<file path="config.mk">
export PLATFORM = sky130hd
export DESIGN_NAME = opd_dispatch
export DESIGN_NICKNAME = d
export VERILOG_FILES = /design/src/hdl/opd_pkg.sv /design/src/hdl/opd_dispatch.sv
export SDC_FILE = /design/constraint.sdc
export NUM_CORES = 1
export LEC_CHECK = 0
export BUFFER_PORTS_ARGS = -buffer_cell sky130_fd_sc_hd__buf_2
export CORE_MARGIN = 3
export CORE_UTILIZATION = 30
export DETAILED_ROUTE_END_ITERATION = 7
export HOLD_SLACK_MARGIN = 0.03
export PLACE_DENSITY = 0.5
export SLEW_MARGIN = 20
export SYNTH_ARGS = -nofsm -noshare
export SYNTH_HDL_FRONTEND = slang
export SYNTH_SLANG_ARGS = --single-unit
</file>
<file path="constraint.sdc">
create_clock -name core_clk -period 4.95 [get_ports core_clk]
set_input_delay 0.99 -clock core_clk [delete_from_list [all_inputs] [get_ports core_clk]]
set_output_delay 0.99 -clock core_clk [all_outputs]
set_load 0.05 [all_outputs]
</file>
<file path="src/hdl/opd_pkg.sv">
package opd_pkg;
    localparam logic [7:0] ADDR_CTRL = 8'h00;
    localparam logic [7:0] ADDR_MSTAT = 8'h04;
    localparam logic [7:0] ADDR_STATUS = 8'h08;
    localparam logic [7:0] ADDR_JFROM = 8'h0c;
    localparam logic [7:0] ADDR_JTO = 8'h10;
    localparam logic CTRL_ENABLE_RESET = 1'h1;
    localparam logic [2:0] MSTAT_RESET = 3'h0;
    localparam int STAGES = 6;
    localparam int ABANDON_LAST = 4;
    localparam logic [13:0] SYS_SEGMENT = 14'h2000;
    localparam logic [6:0] VBLOCK_SYSTEM = 7'h00;
    localparam logic [6:0] VBLOCK_OWN = 7'h01;
    localparam logic [3:0] LINK_REG = 4'h0;
    localparam logic [1:0] RESP_OKAY = 2'h0;
    localparam logic [1:0] RESP_SLVERR = 2'h2;

    typedef enum logic [2:0] {
        OPD_DUMMY, OPD_LITERAL, OPD_INTREG, OPD_VSTORE, OPD_VARIABLE, OPD_STACKLOAD
    } opd_kind_t;

    typedef enum logic [1:0] {OPD_PH_IDLE, OPD_PH_AWAIT, OPD_PH_SECOND} opd_phase_t;

    // Order code digits are numbered from the most significant end, digit 0 first.
    typedef struct packed {
        logic valid;
        opd_kind_t kind;
        logic isStore;
        logic arith;
        logic modStore;
        logic orgOrder;
        logic toStack;
        logic special;
        logic [0:15] code;
        logic [3:0] regNum;
        logic [6:0] vBlock;
        logic [15:0] vLine;
    } opd_order_t;

    typedef struct packed {
        logic beat;
        opd_order_t order;
        logic xferJump;
        logic xferPredicted;
        logic xferLiteral;
        logic intEntry;
        logic procCall;
        logic [31:0] jumpTarget;
        logic [31:0] nextOrderAddr;
        logic [31:0] literalSource;
        logic [31:0] literalExt;
        logic litLong;
        logic [31:0] intRegValue;
        logic [13:0] nameSegment;
        logic inboundValid;
        logic [63:0] inboundData;
        logic vstoreReady;
        logic [63:0] vstoreData;
        logic localHit;
        logic bufHit;
    } opd_feed_t;

    typedef struct packed {
        logic newStream;
        logic jumpTraceWr;
        logic selfCopy;
        logic loadTarget;
        logic donorReq;
        logic acceptorReq;
        logic fetchInternal;
        logic loadInternal;
        logic internalInt;
        logic sacRead;
        logic sacWrite;
        logic bypassName;
        logic vlineRead;
        logic vlineLoad;
        logic vlineAct;
        logic vWait;
        logic eraseLocal;
        logic sendCopy;
        logic moveBack;
        logic oneUseCopy;
        logic insertMain;
        logic secondaryReq;
        logic stackStore;
        logic [63:0] outbound;
        logic [13:0] sacSegment;
        logic [15:0] sacAddr;
        logic [31:0] jumpFrom;
        logic [31:0] jumpTo;
    } opd_req_t;

    typedef struct packed {
        opd_order_t [STAGES-1:0] stage;
        logic [63:0] s4Op;
        logic s4Ready;
        opd_phase_t phase;
        logic [15:0] vstoreAddr;
        logic enable;
        logic [2:0] priv;
        logic [15:0] intCount;
        opd_req_t req;
        logic bvalid;
        logic [1:0] bresp;
        logic rvalid;
        logic [1:0] rresp;
        logic [31:0] rdata;
    } opd_state_t;
endpackage : opd_pkg

</file>
<file path="src/hdl/opd_dispatch.sv">
// Chosen here: the address map and the AXI4-Lite register port.
`timescale 1ns/10ps
// Overview of operation
// RL1: Abandon empties stages 0-4, requests new stream.
// RL2: Unpredicted literal jump records from/to addresses.
// RL3: Store-then-load splits into stack store, load.
// RL4: Operands leave outbound, return inbound register.
// RL5: Literal store raises internal interrupt only.
// RL6: Literal load assembled into stage-4 register.
// RL7: Code digits 0-2 choose load or self-copy.
// RL8: Own internal register stores interrupt; non-overlapped.
// RL9: Internal register shifted low, high digits cleared.
// RL10: Register zero link gets next order address.
// RL11: Foreign internal register runs donor then acceptor.
// RL12: Flags mark internal-register fetch or load.
// RL13: Unprivileged V-store order raises internal interrupt.
// RL14: Block 0 uses segment 8192, bypasses store.
// RL15: Block 1 own lines; others via controller.
// RL16: V-store load waits, fetches into stage 4.
// RL17: V-store store halts stage 3, gets operand.
// RL18: V-store store completes to line or controller.
// RL19: Arithmetic store hit erases local line.
// RL20: Arithmetic load hit sends copy, miss defers.
// RL21: Other accesses: move back, copy, or insert.
// RL22: Arithmetic variable store, or load miss, goes to secondary pipe.
// RL23: Each accepted beat without an abandon puts one order into stage 5.
// RL24: Dummy orders cause no requests or effects.
module opd_dispatch (
    input wire logic core_clk,
    input wire logic rst_n,
    input wire opd_pkg::opd_feed_t feed,
    output opd_pkg::opd_req_t req,
    output logic orderTake,
    output logic holdBeat,
    input wire logic [7:0] s_axi_awaddr,
    input wire logic s_axi_awvalid,
    output logic s_axi_awready,
    input wire logic [31:0] s_axi_wdata,
    input wire logic [3:0] s_axi_wstrb,
    input wire logic s_axi_wvalid,
    output logic s_axi_wready,
    output logic [1:0] s_axi_bresp,
    output logic s_axi_bvalid,
    input wire logic s_axi_bready,
    input wire logic [7:0] s_axi_araddr,
    input wire logic s_axi_arvalid,
    output logic s_axi_arready,
    output logic [31:0] s_axi_rdata,
    output logic [1:0] s_axi_rresp,
    output logic s_axi_rvalid,
    input wire logic s_axi_rready
);
    opd_pkg::opd_state_t s;
    opd_pkg::opd_state_t next_s;
    opd_pkg::opd_order_t c4;
    opd_pkg::opd_order_t cur;
    logic abandon;
    logic priv;
    logic v4load;
    logic halt3;
    logic stall;
    logic advance;
    logic wrTake;
    logic rdTake;

    assign c4 = s.stage[4];
    assign cur = s.stage[5];
    assign abandon = feed.xferJump || feed.intEntry || feed.procCall;
    assign priv = |s.priv;
    assign v4load = c4.valid && c4.kind == opd_pkg::OPD_VSTORE && !c4.isStore && priv;
    // A V-store store waits at stage 3 until the stages ahead of it hold only dummies.
    assign halt3 = s.stage[3].valid && s.stage[3].kind == opd_pkg::OPD_VSTORE
        && s.stage[3].isStore && (s.stage[4].valid || s.stage[5].valid);
    assign stall = (s.phase != opd_pkg::OPD_PH_IDLE) || (v4load && !s.s4Ready);
    assign advance = feed.beat && !stall;
    assign holdBeat = stall;
    assign orderTake = advance && !abandon && !halt3 && s.enable
        && s.stage[0].kind != opd_pkg::OPD_STACKLOAD;
    assign wrTake = s_axi_awvalid && s_axi_wvalid && !s.bvalid;
    assign rdTake = s_axi_arvalid && !s.rvalid;
    assign s_axi_awready = wrTake;
    assign s_axi_wready = wrTake;
    assign s_axi_arready = rdTake;
    assign s_axi_bvalid = s.bvalid;
    assign s_axi_bresp = s.bresp;
    assign s_axi_rvalid = s.rvalid;
    assign s_axi_rresp = s.rresp;
    assign s_axi_rdata = s.rdata;
    assign req = s.req;

    always_comb begin
        opd_pkg::opd_order_t o3;
        logic own4;
        logic intr;
        o3 = s.stage[3];
        own4 = c4.code[10:11] == 2'b00;
        intr = 1'b0;
        next_s = s;
        next_s.req = '0;
        next_s.req.outbound = s.req.outbound;
        next_s.req.sacSegment = s.req.sacSegment;
        next_s.req.sacAddr = s.req.sacAddr;
        next_s.req.jumpFrom = s.req.jumpFrom;
        next_s.req.jumpTo = s.req.jumpTo;
        // Stage-4 V-store fetch while the stage-5 order waits.
        if (v4load && !s.s4Ready) begin
            next_s.req.vWait = 1'b1; // RL16
            if (c4.vBlock == opd_pkg::VBLOCK_OWN) begin
                next_s.req.vlineRead = 1'b1; // RL15
            end else begin
                next_s.req.sacRead = 1'b1; // RL15
                next_s.req.sacAddr = c4.vLine;
                next_s.req.bypassName = c4.vBlock == opd_pkg::VBLOCK_SYSTEM; // RL14
                next_s.req.sacSegment = (c4.vBlock == opd_pkg::VBLOCK_SYSTEM)
                    ? opd_pkg::SYS_SEGMENT : feed.nameSegment; // RL14
            end
            if (feed.vstoreReady) begin
                next_s.s4Op = feed.vstoreData; // RL16
                next_s.s4Ready = 1'b1;
            end
        end
        if (s.stage[3].valid && s.stage[3].kind == opd_pkg::OPD_VSTORE && s.stage[3].isStore) begin
            next_s.vstoreAddr = s.stage[3].vLine; // RL17
        end
        // Completion of an order waiting at stage 5.
        unique case (s.phase)
            opd_pkg::OPD_PH_IDLE: begin
            end
            opd_pkg::OPD_PH_AWAIT: begin
                if (feed.inboundValid) begin
                    next_s.phase = opd_pkg::OPD_PH_IDLE; // RL4
                    if (cur.kind == opd_pkg::OPD_INTREG) begin
                        next_s.s4Op = feed.inboundData; // RL11
                        next_s.phase = opd_pkg::OPD_PH_SECOND;
                    end else if (cur.kind == opd_pkg::OPD_VSTORE) begin
                        next_s.req.outbound = feed.inboundData;
                        if (cur.vBlock == opd_pkg::VBLOCK_OWN) begin
                            next_s.req.vlineLoad = 1'b1; // RL18
                            next_s.req.vlineAct = cur.special; // RL18
                        end else begin
                            next_s.req.sacWrite = 1'b1; // RL18
                            next_s.req.sacAddr = s.vstoreAddr; // RL18
                            next_s.req.bypassName = cur.vBlock == opd_pkg::VBLOCK_SYSTEM;
                            next_s.req.sacSegment = (cur.vBlock == opd_pkg::VBLOCK_SYSTEM)
                                ? opd_pkg::SYS_SEGMENT : feed.nameSegment; // RL14
                        end
                    end
                end
            end
            opd_pkg::OPD_PH_SECOND: begin
                if (feed.beat) begin
                    next_s.req.acceptorReq = 1'b1; // RL11
                    next_s.req.loadInternal = cur.isStore; // RL12
                    next_s.req.outbound = s.s4Op; // RL4
                    next_s.phase = opd_pkg::OPD_PH_IDLE;
                end
            end
        endcase
        if (abandon) begin
            for (int k = 0; k <= opd_pkg::ABANDON_LAST; k++) begin
                next_s.stage[k] = '0; // RL1
            end
            next_s.s4Ready = 1'b0;
            next_s.req.newStream = 1'b1; // RL1
            if (feed.xferJump && !feed.xferPredicted && feed.xferLiteral) begin
                next_s.req.jumpTraceWr = 1'b1; // RL2
                next_s.req.jumpFrom = feed.nextOrderAddr - 32'h1; // RL2
                next_s.req.jumpTo = feed.jumpTarget; // RL2
            end
        end else if (advance) begin
            next_s.stage[5] = c4; // RL23
            next_s.s4Ready = 1'b0;
            // Dispatch of the order entering stage 5; dummies fall through untouched.
            if (c4.valid) begin // RL24
                intr = (c4.kind == opd_pkg::OPD_LITERAL && c4.isStore) // RL5
                    || (c4.kind == opd_pkg::OPD_INTREG && own4 && c4.isStore) // RL8
                    || (c4.kind == opd_pkg::OPD_VSTORE && !priv); // RL13
                if (intr) begin
                    next_s.req.internalInt = 1'b1;
                    next_s.intCount = s.intCount + 16'h1;
                end else begin
                    unique case (c4.kind)
                        opd_pkg::OPD_LITERAL: begin
                            next_s.req.outbound = s.s4Op; // RL4
                            if (|c4.code[0:2]) begin
                                next_s.req.loadTarget = 1'b1; // RL7
                            end else begin
                                next_s.req.selfCopy = 1'b1; // RL7
                                next_s.phase = opd_pkg::OPD_PH_AWAIT;
                            end
                        end
                        opd_pkg::OPD_INTREG: begin
                            if (own4) begin
                                if (c4.regNum == opd_pkg::LINK_REG) begin
                                    next_s.req.outbound = {s.s4Op[63:32], feed.nextOrderAddr}; // RL10
                                end else begin
                                    next_s.req.outbound = {32'h0, s.s4Op[63:32]}; // RL9
                                end
                                next_s.req.loadTarget = 1'b1;
                            end else begin
                                next_s.req.donorReq = 1'b1; // RL11
                                next_s.req.fetchInternal = !c4.isStore; // RL12
                                next_s.phase = opd_pkg::OPD_PH_AWAIT;
                            end
                        end
                        opd_pkg::OPD_VSTORE: begin
                            if (!c4.isStore) begin
                                next_s.req.outbound = s.s4Op; // RL16
                                next_s.req.loadTarget = !c4.orgOrder;
                                next_s.req.selfCopy = c4.orgOrder;
                            end else begin
                                next_s.req.outbound = s.s4Op;
                                next_s.req.selfCopy = c4.orgOrder; // RL17
                                next_s.req.donorReq = !c4.orgOrder; // RL17
                                next_s.phase = opd_pkg::OPD_PH_AWAIT;
                            end
                        end
                        opd_pkg::OPD_VARIABLE: begin
                            if (c4.toStack) begin
                                next_s.req.stackStore = 1'b1; // RL3
                            end else if (c4.arith) begin
                                next_s.req.eraseLocal = c4.isStore && feed.localHit; // RL19
                                next_s.req.sendCopy = !c4.isStore && feed.localHit; // RL20
                                next_s.req.secondaryReq = c4.isStore || !feed.localHit; // RL22
                                if (!c4.isStore && feed.localHit) begin
                                    next_s.req.outbound = s.s4Op; // RL20
                                end
                            end else if (!feed.localHit) begin
                                if (feed.bufHit) begin
                                    next_s.req.moveBack = c4.isStore && c4.modStore; // RL21
                                    next_s.req.oneUseCopy = !(c4.isStore && c4.modStore); // RL21
                                end else begin
                                    next_s.req.insertMain = 1'b1; // RL21
                                end
                            end
                        end
                        default: begin
                        end
                    endcase
                end
            end
            if (halt3) begin
                next_s.stage[4] = '0; // RL17
            end else begin
                next_s.stage[4] = o3;
                next_s.s4Op = '0;
                if (o3.valid && o3.kind == opd_pkg::OPD_LITERAL && !o3.isStore) begin
                    next_s.s4Op = {feed.litLong ? feed.literalExt : 32'h0,
                        feed.literalSource}; // RL6
                end else if (o3.valid && o3.kind == opd_pkg::OPD_INTREG && !o3.isStore
                        && o3.code[10:11] == 2'b00) begin
                    next_s.s4Op = {feed.intRegValue, 32'h0}; // RL9
                end
                next_s.stage[3] = s.stage[2];
                next_s.stage[2] = s.stage[1];
                if (s.stage[0].kind == opd_pkg::OPD_STACKLOAD) begin
                    next_s.stage[1] = s.stage[0];
                    next_s.stage[1].kind = opd_pkg::OPD_VARIABLE; // RL3
                    next_s.stage[1].isStore = 1'b1; // RL3
                    next_s.stage[1].toStack = 1'b1; // RL3
                    next_s.stage[0].kind = opd_pkg::OPD_VARIABLE; // RL3
                    next_s.stage[0].isStore = 1'b0; // RL3
                end else begin
                    next_s.stage[1] = s.stage[0];
                    next_s.stage[0] = (s.enable && feed.order.valid) ? feed.order : '0;
                end
            end
        end
        // Register bus.
        if (s.bvalid && s_axi_bready) begin
            next_s.bvalid = 1'b0;
        end
        if (wrTake) begin
            next_s.bvalid = 1'b1;
            next_s.bresp = opd_pkg::RESP_OKAY;
            if (s_axi_awaddr == opd_pkg::ADDR_CTRL) begin
                if (s_axi_wstrb[0]) begin
                    next_s.enable = s_axi_wdata[0];
                end
            end else if (s_axi_awaddr == opd_pkg::ADDR_MSTAT) begin
                if (s_axi_wstrb[0]) begin
                    next_s.priv = s_axi_wdata[2:0];
                end
            end else if (s_axi_awaddr != opd_pkg::ADDR_STATUS && s_axi_awaddr != opd_pkg::ADDR_JFROM
                    && s_axi_awaddr != opd_pkg::ADDR_JTO) begin
                next_s.bresp = opd_pkg::RESP_SLVERR;
            end
        end
        if (s.rvalid && s_axi_rready) begin
            next_s.rvalid = 1'b0;
        end
        if (rdTake) begin
            next_s.rvalid = 1'b1;
            next_s.rresp = opd_pkg::RESP_OKAY;
            unique case (s_axi_araddr)
                opd_pkg::ADDR_CTRL: next_s.rdata = {31'h0, s.enable};
                opd_pkg::ADDR_MSTAT: next_s.rdata = {29'h0, s.priv};
                opd_pkg::ADDR_STATUS: next_s.rdata = {s.intCount, 12'h0, s.phase,
                    s.req.vWait, stall};
                opd_pkg::ADDR_JFROM: next_s.rdata = s.req.jumpFrom;
                opd_pkg::ADDR_JTO: next_s.rdata = s.req.jumpTo;
                default: begin
                    next_s.rdata = 32'h0;
                    next_s.rresp = opd_pkg::RESP_SLVERR;
                end
            endcase
        end
    end

    always_ff @(posedge core_clk or negedge rst_n) begin
        if (!rst_n) begin
            s <= '0;
            s.enable <= opd_pkg::CTRL_ENABLE_RESET;
            s.priv <= opd_pkg::MSTAT_RESET;
        end else begin
            s <= next_s;
        end
    end
endmodule : opd_dispatch

</file>
* Word-level counts from Yosys, hierarchy flattened
Index checks and enable logic that the tools add are counted.
Cells by class: add/sub/neg operators 2, shifts and indexed selects 0, div/mod/pow operators 0, reduce and logical (&&, ||, !) cells 79, $mul 0, equality and inequality tests 25, bitwise operators 2, muxes and demuxes 114, order comparisons 0
Operators by type and width (number):
- $mux 64 | 12
- $mux 332 | 1
- $mux 71 | 4
- $mux 94 | 3
- $mux 276 | 1
- $mux 265 | 1
- $pmux 64 s3 | 1
- $pmux 32 s5 | 1
- $mux 65 | 2
- $pmux 64 s2 | 1
- $mux 30 | 4
- $mux 53 | 2
- $mux 2 | 27
- $mux 52 | 1
- $mux 48 | 1
- $mux 35 | 1
- $logic_and 1x1->1 | 34
- $mux 1 | 33
- $mux 32 | 1
- $sub 32x1->32 const B | 1
- $mux 14 | 2
- $mux 3 | 7
- $eq 3x2->1 const B | 6
- $add 16x1->16 const B | 1
- 34 further kinds | 74
Storage, ports and cells: register bits 600, bits in read-only memories 0, RAM bits 0, input port bits 425, bits in latches 0, memories 0

* Logic depth before layout (Yosys ltp)
word-level depth 19, mapped depth 10

* Worst setup path before layout
No wires, ideal clock.
kind input to output, start in feed[308] (netlist bit), end out orderTake, stages 6, data arrival time 2.815 ns, path slack 1.145 ns, cells stage by stage nor3_2 inv_2 nor3_1 clkbuf_1 clkbuf_1 and3_1
Between the ends: cells in the longest elaborated chain, start to end 7
Ends and longest elaborated chain:
- start: declaration | RTL line opd_dispatch.sv:31 | input wire opd_pkg::opd_feed_t feed,
- $logic_or 1x1->1 (2 in a row) | RTL line opd_dispatch.sv:68 | assign abandon = feed.xferJump || feed.intEntry || feed.procCall;
- $logic_not 1->1 | RTL line opd_dispatch.sv:77 | assign orderTake = advance && !abandon && !halt3 && s.enable
- $logic_and 1x1->1 (3 in a row) | RTL line opd_dispatch.sv:77
- $logic_and 1x1->1 | RTL line opd_dispatch.sv:78 | && s.stage[0].kind != opd_pkg::OPD_STACKLOAD;
- end: declaration | RTL line opd_dispatch.sv:33 | output logic orderTake,
No other way between the ends.

* Worst setup path in the final report
Ends and elaborated chain as after synthesis.

==> flow_summary.json <==
{
  "outcome": "completed",
  "synth.largest_area_cell": "sky130_fd_sc_hd__dfrtp_1",
  "yosysWarningCount": 0,
  "min_period_over_period_pct": 75.61,
  "worst-endpoint-arrival_ns": 2.75,
  "cap_viol_max_count": 0,
  "layout_commonest_cell": "sky130_fd_sc_hd__buf_2",
  "hold_viol_final": 0,
  "effective_utilization_at_floorplan_pct": 30.54,
  "clock_tree.buffer_depth": 3,
  "setup.worst_path.end_class": "output port",
  "post_cts_hold_buffer_count": 0,
  "min_period_ns": 3.743,
  "power_density_over_the_cells_mw_per_mm2": 347.5,
  "dr_total_vias": 22520,
  "cts_tree": "built",
  "worst_skew_pair.late_latency_ns": 0.62,
  "antenna_found_initial": 34,
  "place_congestion": 0.8578,
  "ys.flop_type": "sky130_fd_sc_hd__dfrtp_1",
  "cts.sink_count": 543,
  "fmax_ghz": 0.2672,
  "grt_setup_unrepaired": "no",
  "reg2reg_from": "c4[48]",
  "path_max_fanout": 54,
  "drt-initial-drc-count": 1844,
  "avgViaCountPerCell": 5.132,
  "netlist_area_before_placement_mm2": 0.02678,
  "die_w_um": 304.8,
  "cts_buffers": 67,
  "ctsHtreeMaxLevel": 3,
  "clkTransAtPathRegs_ns": 0.05,
  "syn-instance-count": 2883,
  "grt_pass1_wl_um": 147200,
  "worst_r2r_endpoint": "s[384]",
  "die_h_um": 304.8,
  "critical_path.cell_chain": "buf_2 > nor3_2 > inv_4 > nor3_2 > and3_1 > buf_2",
  "timing.critical_path.slowest_stage_cell": "sky130_fd_sc_hd__nor3_2",
  "io_buffer_count": 603,
  "post_cts.repair.setup_buffers": 0,
  "drt-total-wl_um": 99130,
  "design_area_mm2": 0.03176,
  "ctsResizeCount": 0,
  "globalRoute.totalOverflow": 0,
  "floorplan.rows": 108,
  "largest_cells_by_area_after_synthesis": "sky130_fd_sc_hd__dfrtp_1 51%, sky130_fd_sc_hd__nand2_1 7.4%, sky130_fd_sc_hd__buf_4 6.1%",
  "number_of_nets_at_the_end_of_the_flow": 3598,
  "synth_seq_area_share_pct": 50.75,
  "synth_enable_flop_cells": 0,
  "leakagePower_nw": 14.62,
  "post-route-util_pct": 36.21,
  "yosysUniqueCellTypes": 59,
  "ctsRootBufferMaster": "sky130_fd_sc_hd__clkbuf_16",
  "timing_worst_slew_pin_value_ns": 1.112,
  "r2r_setup_slack_ns": 1.77,
  "synth.avg_cell_area_um2": 9.289,
  "clock_skew_ns": 0.02700,
  "placeableCoreArea_mm2": 0.08770,
  "place_area_mm2": 0.02935,
  "drt_pass1_iterations": 5,
  "hold_class": "input pin to asynchronous set/reset pin",
  "synth.top_cell.area_share_pct": 50.65,
  "cp-start-kind": "input pin",
  "post_drt_wl_per_cell_um": 22.59,
  "antenna_left": 0,
  "die_area_mm2": 0.09288,
  "remaining_drc_errors": 0,
  "worstPathRequired_ns": 3.96,
  "path_type_of_the_worst_setup_path": "input pin to output port",
  "synth_async_sr_flop_share_pct": 100.0,
  "setup_viol": 0,
  "finish.cell_count_without_fillers": 4389,
  "top_level_ports": 649,
  "gr-usage-all-layers_pct": 20.62,
  "grt_max_degree": 139,
  "ys_seq_elements": 543,
  "crit_path_largest_cell_delay_ns": 0.41,
  "first_global_vias": 21890,
  "final_max_slew_viol_count": 0,
  "detail_placement_hpwl_um": 69290,
  "relative_slew_slack_pct": 25.90,
  "areaGrowthSynthToFinish_pct": 18.58,
  "layout_common_cells": "602 x sky130_fd_sc_hd__buf_2, 542 x sky130_fd_sc_hd__dfrtp_1, 528 x sky130_fd_sc_hd__nand2_1",
  "final_layout_size_suffix_gt1_share_pct": 25.75,
  "ir_worst_vdd_mv": 0.2100,
  "r2r.worst_path.cells": 7,
  "placed_cells_incl_taps": 4253,
  "final.setup.tns_ns": 0
}
## power by group
| part | internal (mW) | leakage, nW | total (mW) | switching (mW) |
|---|---|---|---|---|
| logic | 0.312 | 6.21 | 1.11 | 0.793 |
| clock network | 3.08 | 1.12 | 5.13 | 2.05 |
| registers | 4.59 | 7.28 | 4.80 | 0.207 |
## cell families after synthesis
group | after synthesis | synth area share (%)
buffers and inverters | 485 | 10.11
AND/OR/NAND/NOR | 948 | 16.06
multiplexers | 70 | 2.775
flip-flops | 543 | 50.75
adder cells (fa/ha/maj) | 5 | 0.2336
AO/OA/AOI/OAI | 789 | 18.68
XOR/XNOR | 42 | 1.374
other | 1 | 0.01400
## worst max-delay path by stage
stage | startpoint | endpoint | slack [ns] | cells after the start
after floorplan | feed[308] | orderTake | 1.14 | 6
after global placement | feed[308] | orderTake | 1.12 | 6
after detailed placement | feed[308] | orderTake | 1.15 | 6
after CTS | s[235] | orderTake | 1.09 | 5
after global routing | s[235] | orderTake | 1.05 | 5
final | feed[308] | orderTake | 1.21 | 6
## final cells by class
class / count / area (um2)
clock inverter: 25 / 470.5
inverter: 47 / 178.9
timing repair buffer: 653 / 3536
tap: 1155 / 1445
antenna: 18 / 45.04
sequential: 543 / 13590
multi-input combinational: 1856 / 10640
fill: 9160 / 55940
clock buffer: 92 / 1851
## sequential cells by signal, indices dropped and copies added (netlist names), 13 cells and up
signal / cells
req: 181
cur: 13
c4: 42
s_axi_rdata: 32
s: 271
## synth_stat cells, types with 3 or more instances
master,instances
sky130_fd_sc_hd__or3_1,6
sky130_fd_sc_hd__buf_4,219
sky130_fd_sc_hd__and2_1,10
sky130_fd_sc_hd__or4_1,12
sky130_fd_sc_hd__buf_2,52
sky130_fd_sc_hd__a221oi_1,96
sky130_fd_sc_hd__o21ai_0,135
sky130_fd_sc_hd__nand3_1,90
sky130_fd_sc_hd__a31oi_1,22
sky130_fd_sc_hd__nand4_1,12
sky130_fd_sc_hd__o21ai_1,11
sky130_fd_sc_hd__inv_2,3
sky130_fd_sc_hd__a21o_1,3
sky130_fd_sc_hd__o22ai_1,37
sky130_fd_sc_hd__xor2_1,5
sky130_fd_sc_hd__nand2_1,529
sky130_fd_sc_hd__dfrtp_1,542
sky130_fd_sc_hd__ha_1,5
sky130_fd_sc_hd__nor4_2,7
sky130_fd_sc_hd__nor4_1,15
sky130_fd_sc_hd__a22oi_1,33
sky130_fd_sc_hd__a21oi_1,288
sky130_fd_sc_hd__clkbuf_1,154
sky130_fd_sc_hd__a22o_1,56
sky130_fd_sc_hd__nand2b_1,8
sky130_fd_sc_hd__mux2_2,34
sky130_fd_sc_hd__or2_2,4
sky130_fd_sc_hd__nor3b_1,3
sky130_fd_sc_hd__mux2i_1,36
sky130_fd_sc_hd__o31ai_1,34
sky130_fd_sc_hd__nand3b_1,8
sky130_fd_sc_hd__nor3_1,49
sky130_fd_sc_hd__inv_1,44
sky130_fd_sc_hd__o2bb2ai_1,32
sky130_fd_sc_hd__nand4b_1,3
sky130_fd_sc_hd__nor2b_1,68
sky130_fd_sc_hd__buf_1,13
sky130_fd_sc_hd__xnor2_1,37
sky130_fd_sc_hd__nor2_1,101
sky130_fd_sc_hd__and3_1,9
sky130_fd_sc_hd__a211oi_1,34
## per-stage QoR
stage / setup WS [ns] / total power, mW / hold WS, ns
global route: 1.049 / 11.45 / 0.3816
global placement: 1.123 / 5.987 / 0.4577
floorplan: 1.145 / 5.534 / 0.4435
finish: 1.207 / 11.03 / 0.3827
detailed placement: 1.152 / 5.993 / 0.4645
CTS: 1.088 / 11.21 / 0.3552
## critical path: cells and delay by family
family	cells	cell delay [ns]
buffers and inverters	3	0.70
and+or+nand+nor	3	1.02
## metal layers
| layer | share of wire [%] | track usage (%) |
|---|---|---|
| met3 | 6.5 | 4.777 |
| met2 | 48 | 33.50 |
| met5 | 0.19 | 0 |
| met4 | 3.3 | 7.436 |
| met1 | 42 | 26.89 |
Power figures use the tool's default switching activity.
